[src/verilog/atd_pkg.sv]
// constants and types shared by the accumulator transfer decode block
package atd_pkg;

	localparam int NIB_W = 4;
	localparam int SP_W = 3;
	localparam int CONV_LOW_W = 2;
	localparam int OPC_W = 10;

	localparam logic [9:0] OPC_READ_WAKEUP_ONE = 10'h259;
	localparam logic [9:0] OPC_READ_WAKEUP_TWO = 10'h25a;
	localparam logic [9:0] OPC_READ_CONV_LOW = 10'h249;
	localparam logic [9:0] OPC_READ_CLOCK_MODE = 10'h252;
	localparam logic [9:0] OPC_READ_BIAS_ZERO = 10'h257;
	localparam logic [9:0] OPC_READ_BIAS_ONE = 10'h25e;
	localparam logic [9:0] OPC_READ_CONV_ONE = 10'h244;
	localparam logic [9:0] OPC_READ_CONV_TWO = 10'h245;
	localparam logic [9:0] OPC_READ_CONV_THREE = 10'h246;
	localparam logic [9:0] OPC_READ_STACK_PTR = 10'h050;
	localparam logic [9:0] OPC_READ_IRQ_ONE = 10'h054;
	// memory load with column xor: upper six bits fixed, low nibble immediate
	localparam logic [9:0] OPC_LOAD_MEM_XOR_BASE = 10'h2c0;
	localparam logic [9:0] OPC_LOAD_MEM_XOR_MASK = 10'h3f0;

	localparam logic [3:0] NIB_RESET = 4'h0;

	typedef enum logic [3:0] {
		ATD_OP_NONE,
		ATD_OP_WAKEUP_ONE,
		ATD_OP_WAKEUP_TWO,
		ATD_OP_CONV_LOW,
		ATD_OP_MEM_XOR,
		ATD_OP_CLOCK_MODE,
		ATD_OP_BIAS_ZERO,
		ATD_OP_BIAS_ONE,
		ATD_OP_CONV_ONE,
		ATD_OP_CONV_TWO,
		ATD_OP_CONV_THREE,
		ATD_OP_STACK_PTR,
		ATD_OP_IRQ_ONE
	} atd_op_e;

endpackage

[src/verilog/atd_dec_if.sv]
// decode carrier between the opcode decoder and the execute logic
interface atd_dec_if;
	import atd_pkg::*;
	logic [9:0] opcode;
	atd_op_e op;
	logic [3:0] imm;

	modport dec (input opcode, output op, output imm);
	modport exe (output opcode, input op, input imm);
endinterface

[src/verilog/atd_top.sv]
// execute logic for the accumulator transfer instruction group
module atd_top
	import atd_pkg::*;
(
	// clock, reset, enable
	input wire logic clk,
	input wire logic reset,
	input wire logic ce,
	// instruction from fetch
	input wire logic instr_valid,
	input wire logic [9:0] instr,
	// source registers, read only
	input wire logic [3:0] wakeup_control_one,
	input wire logic [3:0] wakeup_control_two,
	input wire logic [3:0] clock_mode_register,
	input wire logic [3:0] input_bias_control_zero,
	input wire logic [3:0] input_bias_control_one,
	input wire logic [3:0] converter_control_one,
	input wire logic [3:0] converter_control_two,
	input wire logic [3:0] converter_control_three,
	input wire logic [3:0] interrupt_control_one,
	input wire logic [1:0] conv_result_low,
	input wire logic [2:0] stack_pointer,
	// memory and column register
	input wire logic [3:0] mem_nibble,
	input wire logic [3:0] column_reg,
	output logic mem_rd,
	// register file write back
	output logic acc_we,
	output logic [3:0] acc_wdata,
	output logic col_we,
	output logic [3:0] col_wdata,
	// core status
	output logic carry_we,
	output logic skip_next,
	output logic instr_done
);

	////////////////////////////////////////////////////////////////////////////
	// decode

	atd_dec_if dif ();

	assign dif.opcode = instr;

	atd_decoder u_decoder (
		.dif(dif)
	);

	wire logic take = ce && instr_valid;
	wire logic hit = dif.op != ATD_OP_NONE;
	wire logic is_mem_xor = dif.op == ATD_OP_MEM_XOR;

	////////////////////////////////////////////////////////////////////////////
	// source selection

	wire logic [3:0] conv_low_val = {conv_result_low, 2'b00};
	wire logic [3:0] sp_val = {1'b0, stack_pointer};
	// xor keeps bits where the immediate is zero, so a zero field is a no-op
	wire logic [3:0] col_xor_val = column_reg ^ dif.imm;

	logic [3:0] acc_sel;

	always_comb
	begin
		case (dif.op)
			ATD_OP_WAKEUP_ONE: acc_sel = wakeup_control_one;
			ATD_OP_WAKEUP_TWO: acc_sel = wakeup_control_two;
			ATD_OP_CONV_LOW: acc_sel = conv_low_val;
			ATD_OP_MEM_XOR: acc_sel = mem_nibble;
			ATD_OP_CLOCK_MODE: acc_sel = clock_mode_register;
			ATD_OP_BIAS_ZERO: acc_sel = input_bias_control_zero;
			ATD_OP_BIAS_ONE: acc_sel = input_bias_control_one;
			ATD_OP_CONV_ONE: acc_sel = converter_control_one;
			ATD_OP_CONV_TWO: acc_sel = converter_control_two;
			ATD_OP_CONV_THREE: acc_sel = converter_control_three;
			ATD_OP_STACK_PTR: acc_sel = sp_val;
			ATD_OP_IRQ_ONE: acc_sel = interrupt_control_one;
			default: acc_sel = NIB_RESET;
		endcase
	end

	// memory read is combinational so the nibble is back within the same cycle
	assign mem_rd = take && is_mem_xor;
	// sources other than memory (which has mem_rd) have no read strobe, so reading cannot disturb them
	assign carry_we = 1'b0;
	assign skip_next = 1'b0;

	////////////////////////////////////////////////////////////////////////////
	// write back, one cycle per instruction

	logic acc_we_r;
	logic [3:0] acc_wdata_r;
	logic col_we_r;
	logic [3:0] col_wdata_r;

	always_ff @(posedge clk or posedge reset)
	begin
		if (reset)
		begin
			acc_we_r <= 1'b0;
			acc_wdata_r <= NIB_RESET;
			col_we_r <= 1'b0;
			col_wdata_r <= NIB_RESET;
		end
		else if (ce)
		begin
			acc_we_r <= instr_valid && hit;
			col_we_r <= instr_valid && is_mem_xor;
			if (instr_valid && hit)
				acc_wdata_r <= acc_sel;
			if (instr_valid && is_mem_xor)
				col_wdata_r <= col_xor_val;
		end
	end

	assign acc_we = acc_we_r;
	assign acc_wdata = acc_wdata_r;
	assign col_we = col_we_r;
	assign col_wdata = col_wdata_r;
	assign instr_done = acc_we_r;

	////////////////////////////////////////////////////////////////////////////
	// checks

	AST_CONV_LOW_HIGH: assert property (@(posedge clk) disable iff (reset)
		(take && instr == OPC_READ_CONV_LOW) |=> (acc_we && acc_wdata[3:2] == $past(conv_result_low)))
		else $error("converter low bits not in accumulator 3:2");

	AST_CONV_LOW_ZERO: assert property (@(posedge clk) disable iff (reset)
		(take && instr == OPC_READ_CONV_LOW) |=> (acc_wdata[1:0] == 2'b00))
		else $error("accumulator 1:0 not cleared on converter low read");

	AST_MEM_LOAD: assert property (@(posedge clk) disable iff (reset)
		(take && (instr & OPC_LOAD_MEM_XOR_MASK) == OPC_LOAD_MEM_XOR_BASE)
		|-> mem_rd ##1 (acc_we && acc_wdata == $past(mem_nibble)))
		else $error("memory nibble not loaded");

	AST_COL_XOR: assert property (@(posedge clk) disable iff (reset)
		(take && (instr & OPC_LOAD_MEM_XOR_MASK) == OPC_LOAD_MEM_XOR_BASE)
		|=> (col_we && col_wdata == ($past(column_reg) ^ $past(instr[3:0]))))
		else $error("column register not xored with immediate");

	// col_we stands while ce is low, so only judge it in the cycle after a live edge
	AST_COL_ONLY_XOR: assert property (@(posedge clk) disable iff (reset)
		(col_we && $past(ce)) |-> (acc_we && (col_wdata ^ $past(instr[3:0])) == $past(column_reg)))
		else $error("column update is not an exclusive or");

	AST_STACK_PTR: assert property (@(posedge clk) disable iff (reset)
		(take && instr == OPC_READ_STACK_PTR) |=> (acc_wdata == {1'b0, $past(stack_pointer)}))
		else $error("stack pointer read wrong");

	AST_CONV_TWO: assert property (@(posedge clk) disable iff (reset)
		(take && instr == 10'h245) |=> (acc_we && acc_wdata == $past(converter_control_two)))
		else $error("converter control two not read");

	AST_CONV_THREE: assert property (@(posedge clk) disable iff (reset)
		(take && instr == OPC_READ_CONV_THREE) |=> (acc_wdata == $past(converter_control_three)))
		else $error("converter control three not read");

	AST_CONV_ONE: assert property (@(posedge clk) disable iff (reset)
		(take && instr == OPC_READ_CONV_ONE) |=> (acc_wdata == $past(converter_control_one)))
		else $error("converter control one not read");

	AST_IRQ_ONE: assert property (@(posedge clk) disable iff (reset)
		(take && instr == 10'h054) |=> (acc_we && acc_wdata == $past(interrupt_control_one)))
		else $error("interrupt control one not read");

	AST_CLOCK_MODE: assert property (@(posedge clk) disable iff (reset)
		(take && instr == OPC_READ_CLOCK_MODE) |=> (acc_wdata == $past(clock_mode_register)))
		else $error("clock mode register not read");

	AST_BIAS: assert property (@(posedge clk) disable iff (reset)
		(take && (instr == OPC_READ_BIAS_ZERO || instr == OPC_READ_BIAS_ONE))
		|=> (acc_wdata == ($past(instr[3]) ? $past(input_bias_control_one) : $past(input_bias_control_zero))))
		else $error("bias control read wrong");

	AST_WAKEUP: assert property (@(posedge clk) disable iff (reset)
		(take && (instr == OPC_READ_WAKEUP_ONE || instr == OPC_READ_WAKEUP_TWO))
		|=> (acc_wdata == ($past(instr[1]) ? $past(wakeup_control_two) : $past(wakeup_control_one))))
		else $error("wakeup control read wrong");

	AST_ONE_CYCLE: assert property (@(posedge clk) disable iff (reset)
		(take && hit) ##1 (ce && !instr_valid) |=> (!acc_we && !skip_next && !carry_we))
		else $error("transfer took more than one cycle");

	// mem_rd follows the word of the current cycle, so it is judged on its own below
	AST_NO_WRITE_IDLE: assert property (@(posedge clk) disable iff (reset)
		(ce && !(instr_valid && hit)) |=> (!acc_we && !col_we))
		else $error("write back without a decoded transfer");

	AST_MEM_RD_TAKE: assert property (@(posedge clk) disable iff (reset)
		mem_rd |-> (ce && instr_valid && (instr & OPC_LOAD_MEM_XOR_MASK) == OPC_LOAD_MEM_XOR_BASE))
		else $error("memory read without a taken memory load");

	AST_COL_NO_OTHER: assert property (@(posedge clk) disable iff (reset)
		(ce && !(instr_valid && (instr & OPC_LOAD_MEM_XOR_MASK) == OPC_LOAD_MEM_XOR_BASE)) |=> !col_we)
		else $error("column written by a transfer other than memory load");

	// a low enable must freeze every registered output, strobes included
	AST_CE_HOLD: assert property (@(posedge clk) disable iff (reset)
		!ce |=> ($stable(acc_we) && $stable(acc_wdata) && $stable(col_we) && $stable(col_wdata)))
		else $error("write back changed while enable low");

endmodule // atd_top

[src/verilog/atd_decoder.sv]
// opcode decoder for the accumulator transfer group
module atd_decoder
	import atd_pkg::*;
(
	// decode carrier
	atd_dec_if.dec dif
);

	wire mem_xor_hit = (dif.opcode & OPC_LOAD_MEM_XOR_MASK) == OPC_LOAD_MEM_XOR_BASE;

	// one pattern per instruction, each compared over all ten bits except the memory load, which matches the upper six only
	assign dif.op =
		(dif.opcode == OPC_READ_WAKEUP_ONE) ? ATD_OP_WAKEUP_ONE :
		(dif.opcode == OPC_READ_WAKEUP_TWO) ? ATD_OP_WAKEUP_TWO :
		(dif.opcode == OPC_READ_CONV_LOW) ? ATD_OP_CONV_LOW :
		mem_xor_hit ? ATD_OP_MEM_XOR :
		(dif.opcode == OPC_READ_CLOCK_MODE) ? ATD_OP_CLOCK_MODE :
		(dif.opcode == OPC_READ_BIAS_ZERO) ? ATD_OP_BIAS_ZERO :
		(dif.opcode == OPC_READ_BIAS_ONE) ? ATD_OP_BIAS_ONE :
		(dif.opcode == OPC_READ_CONV_ONE) ? ATD_OP_CONV_ONE :
		(dif.opcode == OPC_READ_CONV_TWO) ? ATD_OP_CONV_TWO :
		(dif.opcode == OPC_READ_CONV_THREE) ? ATD_OP_CONV_THREE :
		(dif.opcode == OPC_READ_STACK_PTR) ? ATD_OP_STACK_PTR :
		(dif.opcode == OPC_READ_IRQ_ONE) ? ATD_OP_IRQ_ONE :
		ATD_OP_NONE;

	// immediate field of the memory load sits in the low nibble
	assign dif.imm = dif.opcode[3:0];

endmodule // atd_decoder

[config.mk]
export PLATFORM = sky130hd
export DESIGN_NAME = atd_top
export DESIGN_NICKNAME = d
export VERILOG_FILES = /design/src/verilog/atd_pkg.sv /design/src/verilog/atd_dec_if.sv /design/src/verilog/atd_top.sv /design/src/verilog/atd_decoder.sv
export SDC_FILE = /design/constraint.sdc
export NUM_CORES = 1
export LEC_CHECK = 0
export BUFFER_PORTS_ARGS = -buffer_cell sky130_fd_sc_hd__buf_2
export CAP_MARGIN = 20
export CORE_ASPECT_RATIO = 1.2
export CORE_MARGIN = 10
export CORE_UTILIZATION = 30
export DETAILED_ROUTE_END_ITERATION = 16
export GPL_ROUTABILITY_DRIVEN = 0
export GPL_TIMING_DRIVEN = 1
export SYNTH_ARGS = -nofsm -noshare
export SYNTH_HDL_FRONTEND = slang
export SYNTH_SLANG_ARGS = --single-unit
[constraint.sdc]
create_clock -name clk -period 1 [get_ports clk]
set_input_delay 0.05 -clock clk [delete_from_list [all_inputs] [get_ports clk]]
set_output_delay 0.05 -clock clk [all_outputs]
set_load 0.01 [all_outputs]
Word level (Yosys, flattened, before mapping)
Index checks and enable logic that the tools add are counted.
{ "totals": {"ff_bits": 10, "inputBits": 63, "out_inout_bits": 14, "word_cells": 49} }
{ "classes": {"eq_ne": 24, "muxes": 13, "n_bitwise": 1, "n_reduce_logical": 7} }
{ "ops": {"columns": ["op", "count"], "rows": [
  ["10-bit equality test, second input constant", 9],
  ["4-bit 2-to-1 mux", 12],
  ["4-bit case mux with 12 select lines", 1],
  ["10-bit by 7-bit equality test with 1-bit output, second input constant", 2],
  ["4-bit equality test, second input constant", 5],
  ["4-bit by 3-bit equality test with 1-bit output, second input constant", 4],
  ["4-bit by 2-bit equality test with 1-bit output, second input constant", 2],
  ["6-bit equality test, second input constant", 1],
  ["4-bit by 1-bit equality test with 1-bit output, second input constant", 1],
  ["1-bit logical AND", 4],
  ["2-bit AND reduction", 2],
  ["4-bit nonzero test", 1],
  ["4-bit bitwise XOR", 1]
]} }

Depth between registers and ports, before layout
{ "depth": {"depth_word": 16, "depth_mapped": 6, "depth_no_buf": 5} }

By module
From an unflattened synthesis, not the netlist that was laid out.
{ "unflattened": {"hier_cells": 149, "area_unflattened_um2": 1243.7} }
{ "by_module_without_submodules": {"columns": ["mod", "instances", "cells_per_inst", "area_each_um2", "seq_area_each_um2"], "rows": [
  ["atd_top", 1, 113, 996.0, 250.2],
  ["atd_decoder", 1, 36, 247.7, 0.0]
]} }

Worst setup path before layout
Ideal clock, no wire load.
{ "synth_path": {"kind": "input port to flip-flop", "from": "in instr[0]", "to": "reg acc_wdata_r[0] (netlist: acc_wdata[0])", "setup_ns": 0.125, "t_arrival_ns": 1.600, "t_required_ns": 0.875, "path_slack_ns": -0.725, "cell_stages": 6, "path_buffers": 1, "path_cell_list": "buf_6 or3b_4 nor4_4 nand3_2 a31oi_4 mux2_2"} }
{ "synth_via": {"elab_chain_len": 16, "word_cells_on_any_way": 39, "cone_classes": "eq/ne: 23; mux: 13; reduce/logical: 3"} }
{ "synth_lines": {"columns": ["element", "line_no", "source"], "rows": [
  ["start: declaration", "atd_top.sv:11", "input wire logic [9:0] instr,"],
  ["10-bit by 7-bit equality test with 1-bit output", "atd_decoder.sv:24", "(dif.opcode == OPC_READ_IRQ_ONE) ? ATD_OP_IRQ_ONE :"],
  ["4-bit 2-to-1 mux", "atd_decoder.sv:24", null],
  ["4-bit 2-to-1 mux", "atd_decoder.sv:23", "(dif.opcode == OPC_READ_STACK_PTR) ? ATD_OP_STACK_PTR :"],
  ["4-bit 2-to-1 mux", "atd_decoder.sv:22", "(dif.opcode == OPC_READ_CONV_THREE) ? ATD_OP_CONV_THREE :"],
  ["4-bit 2-to-1 mux", "atd_decoder.sv:21", "(dif.opcode == OPC_READ_CONV_TWO) ? ATD_OP_CONV_TWO :"],
  ["4-bit 2-to-1 mux", "atd_decoder.sv:20", "(dif.opcode == OPC_READ_CONV_ONE) ? ATD_OP_CONV_ONE :"],
  ["4-bit 2-to-1 mux", "atd_decoder.sv:19", "(dif.opcode == OPC_READ_BIAS_ONE) ? ATD_OP_BIAS_ONE :"],
  ["4-bit 2-to-1 mux", "atd_decoder.sv:18", "(dif.opcode == OPC_READ_BIAS_ZERO) ? ATD_OP_BIAS_ZERO :"],
  ["4-bit 2-to-1 mux", "atd_decoder.sv:17", "(dif.opcode == OPC_READ_CLOCK_MODE) ? ATD_OP_CLOCK_MODE :"],
  ["4-bit 2-to-1 mux", "atd_decoder.sv:16", "mem_xor_hit ? ATD_OP_MEM_XOR :"],
  ["4-bit 2-to-1 mux", "atd_decoder.sv:15", "(dif.opcode == OPC_READ_CONV_LOW) ? ATD_OP_CONV_LOW :"],
  ["4-bit 2-to-1 mux", "atd_decoder.sv:14", "(dif.opcode == OPC_READ_WAKEUP_TWO) ? ATD_OP_WAKEUP_TWO :"],
  ["4-bit 2-to-1 mux (*)", "atd_decoder.sv:13", "(dif.opcode == OPC_READ_WAKEUP_ONE) ? ATD_OP_WAKEUP_ONE :"],
  ["branches (longest 3 deep; another with 4-bit case mux with 12 select lines)", null, null],
  ["end signal: assignment", "atd_top.sv:111", "acc_wdata_r <= acc_sel;"],
  ["end: declaration", "atd_top.sv:93", "logic [3:0] acc_wdata_r;"]
]} }
Mark *: on every way between the ends.
A chain may end at the register's enable or synchronous reset.

Worst setup path after layout
{ "layout_path": {"from": "in instr[8]", "to": "reg acc_wdata_r[3] (netlist: acc_wdata[3])"} }
The elaborated chain is that of the path after synthesis.

==> impl_metrics.ini <==
[status]
status = complete, but fails checks
violations = negative setup slack

[setup_path]
cp_data_required_time_ns = 1.12
r2r_end = acc_wdata[1]$_DFFE_PP0P_
startpoint_type = primary input
cp_data_arrival_time_ns = 1.68
worstRegToRegCells = 1
r2r_slack_ns = 0.23
cp_top_family = compound AO/OA/AOI/OAI gates
path_max_fanout = 5
cp-startpoint = instr[8]
endpoint = acc_wdata[3]$_DFFE_PP0P_
critPathKind = primary input to flip-flop
critical-path-max-stage-delay_ns = 0.54
slowest_stage = or4b_4
cp.buffers_inverters = 1
endpoint_kind = flip-flop
regToRegStartpoint = acc_wdata[1]$_DFFE_PP0P_
cp.depth = 6
critical_path.cell_chain = buf_8 -> or4b_4 -> a211oi_4 -> a2111oi_4 -> a31oi_4 -> mux2_2

[synthesis]
synth_edf_count = 0
yosysWarnings = 0
ys_seq_area_share_pct = 21.34
yosys-top-cells-area = dfrtp_1 (21%), mux2_2 (8.6%), o21ai_0 (3.8%)
synthCells = 135
ys_seq_elements = 10
yosysTopAreaCell = dfrtp_1
synth-async-reset-ratio_pct = 100.0
synth_ff_type = dfrtp_1
ys_types = 48
yosysTopAreaCellShare_pct = 21.34
syn_area_sq_um = 1172
avgSynthCellArea_sq_um = 8.684

[finish]
n_antenna_cell = 0
mostFrequentLayoutCell = buf_2
final_nets = 319
syn_to_final_growth_pct = 84.10
drive_above_1_share_pct = 63.14
layout_common_cells = buf_2 (68), buf_4 (46), dfrtp_1 (10), inv_1 (8), mux2_2 (8)

[timing]
clock.fmax_ghz = 0.6406
hold_violations = 0
grt_setup_unrepaired = yes
setup_viol = 11
period_share_pct = 156.1
fin_ws_ns = -0.5610
finalCriticalPeriod_ns = 1.561
whs_ns = 0.09308
finalClockSkew_ns = 0
finalMaxSlewViolations = 0

[min_path]
min_from = column_reg[2]
hold_class = primary input to flip-flop

[power]
power_leakage_nw = 1.046
ir_drop_mv = 0.3051
p_total_mw = 1.490
powerDensity_nw_per_um2 = 690.3

[place]
dp_hpwl_microns = 4190
port_buffers = 74

[global_route]
grt_overflow = 0
grt_max_degree = 11
grt_usage_pct = 13.26
grt_pass1_wl_microns = 7486
grt_pass1_vias = 1631
antenna_found_initial = 0

[job]
maxCapViolCount = 0

[drt]
routed_wl_microns = 4788
ant_nets = 0
firstDrtPassIters = 4
routedWlPerCell_microns = 15.60
avgViaCountPerCell = 5.042
first_iter_violations = 50
via_count = 1548
drc = 0

[die]
fp.dieArea_sq_um = 6819
rows = 24
die_h_microns = 88.48
ioPinCount = 77
start_util_pct = 31.74
core_sq_um = 3694
die_x_microns = 77.07

[clocking]
htree_num_levels = 1
cts_tree = done
cts.sink_count = 10
numCtsBuffers = 3
clkTransAtPathRegs_ns = 0.05
clk_latency_ns = 0.23
root_buffer = clkbuf_8
clk_path_buf_depth = 2
-- per-stage QoR --
stage	cells	setup TNS [ns]	instance area [sq um]	utilization, %	worst slack [ns]
2_1_floorplan	136	-3.469	1206	-	-0.7194
3_3_place_gp	299	-6.732	1918	51.93	-0.8488
3_5_place_dp	299	-6.842	1918	51.93	-0.8783
4_1_cts	305	-3.320	2049	55.49	-0.5296
5_1_grt	307	-4.030	2158	58.44	-0.5882
6_report	307	-3.636	2158	58.44	-0.5610
-- tightest hold or removal path, cell delays in order --
cell and delay, ns:
buf_2 0.09, xnor2_1 0.05, o21ai_1 0.10
-- how the worst min path moves through the flow --
stage,to,cells after the start
floorplan,acc_wdata[0]$_DFFE_PP0P_,1
global placement,acc_we$_DFFE_PP0P_,2
detailed placement,acc_wdata[3]$_DFFE_PP0P_,2
CTS,col_wdata[2]$_DFFE_PP0P_,3
global route,col_wdata[1]$_DFFE_PP0P_,3
finish,col_wdata[2]$_DFFE_PP0P_,3
-- state kept, by name, summed over array words and instances (netlist names) --
name and flops:
acc_wdata 4, acc_we 1, col_wdata 4, col_we 1
-- cells in the mapped netlist, drive strengths merged (2+ instances only) --
master	number
mux2i	4
nand2	9
or3b	4
a2111oi	2
nor4bb	2
nand3	5
o211ai	2
a31oi	2
dfrtp	10
a211oi	4
inv	9
xnor2	4
nand4b	2
nor3	5
nor4b	2
nor3b	3
a32oi	3
a21o	2
nand3b	3
nand4	4
nand2b	4
mux2	9
buf	7
o21ai	9
and4	3
nor2	4
nor4	5
-- layout make-up --
class	instances	area, sq um
inverter	9	33.78
multi-input combinational	109	957.2
timing repair buffer	123	797.0
tap	52	65.06
fill	355	1535
clock buffer	4	55.05
sequential	10	250.2
-- repair_timing --
item | in CTS | in global routing
resized for setup | 12 | 25
pin swaps | 2 | 7
setup endpoints to repair | 11 | 11
hold buffers | 1 | 0
hold endpoints to repair | 10 | 0
setup buffers | 1 | 2
-- cell families (layout without fill, tap and decap cells) --
kind of cell | Yosys count | in the layout | synth area share (%)
xor+xnor | 4 | 4 | 2.988
buf+inv | 17 | 136 | 7.363
flops | 10 | 10 | 21.34
other cells | 1 | 2 | 0.3199
simple gates | 60 | 60 | 35.43
mux | 13 | 13 | 12.06
compound gates | 30 | 30 | 20.49
-- layer usage --
layer  vias up  share of wire [%]  track usage, %
li1        765                  -               -
met1       722                 39           13.77
met2        57                 51           24.17
met3         4                9.1           5.172
met4         0                1.1           4.485
met5         -                  0               0
-- report_power, final --
part           switching [mW]  total (mW)  internal [mW]
logic                   0.242       0.553          0.311
registers              0.0105       0.433          0.422
clock network           0.158       0.504          0.346
No activity file was read; power rests on OpenSTA's default activity.
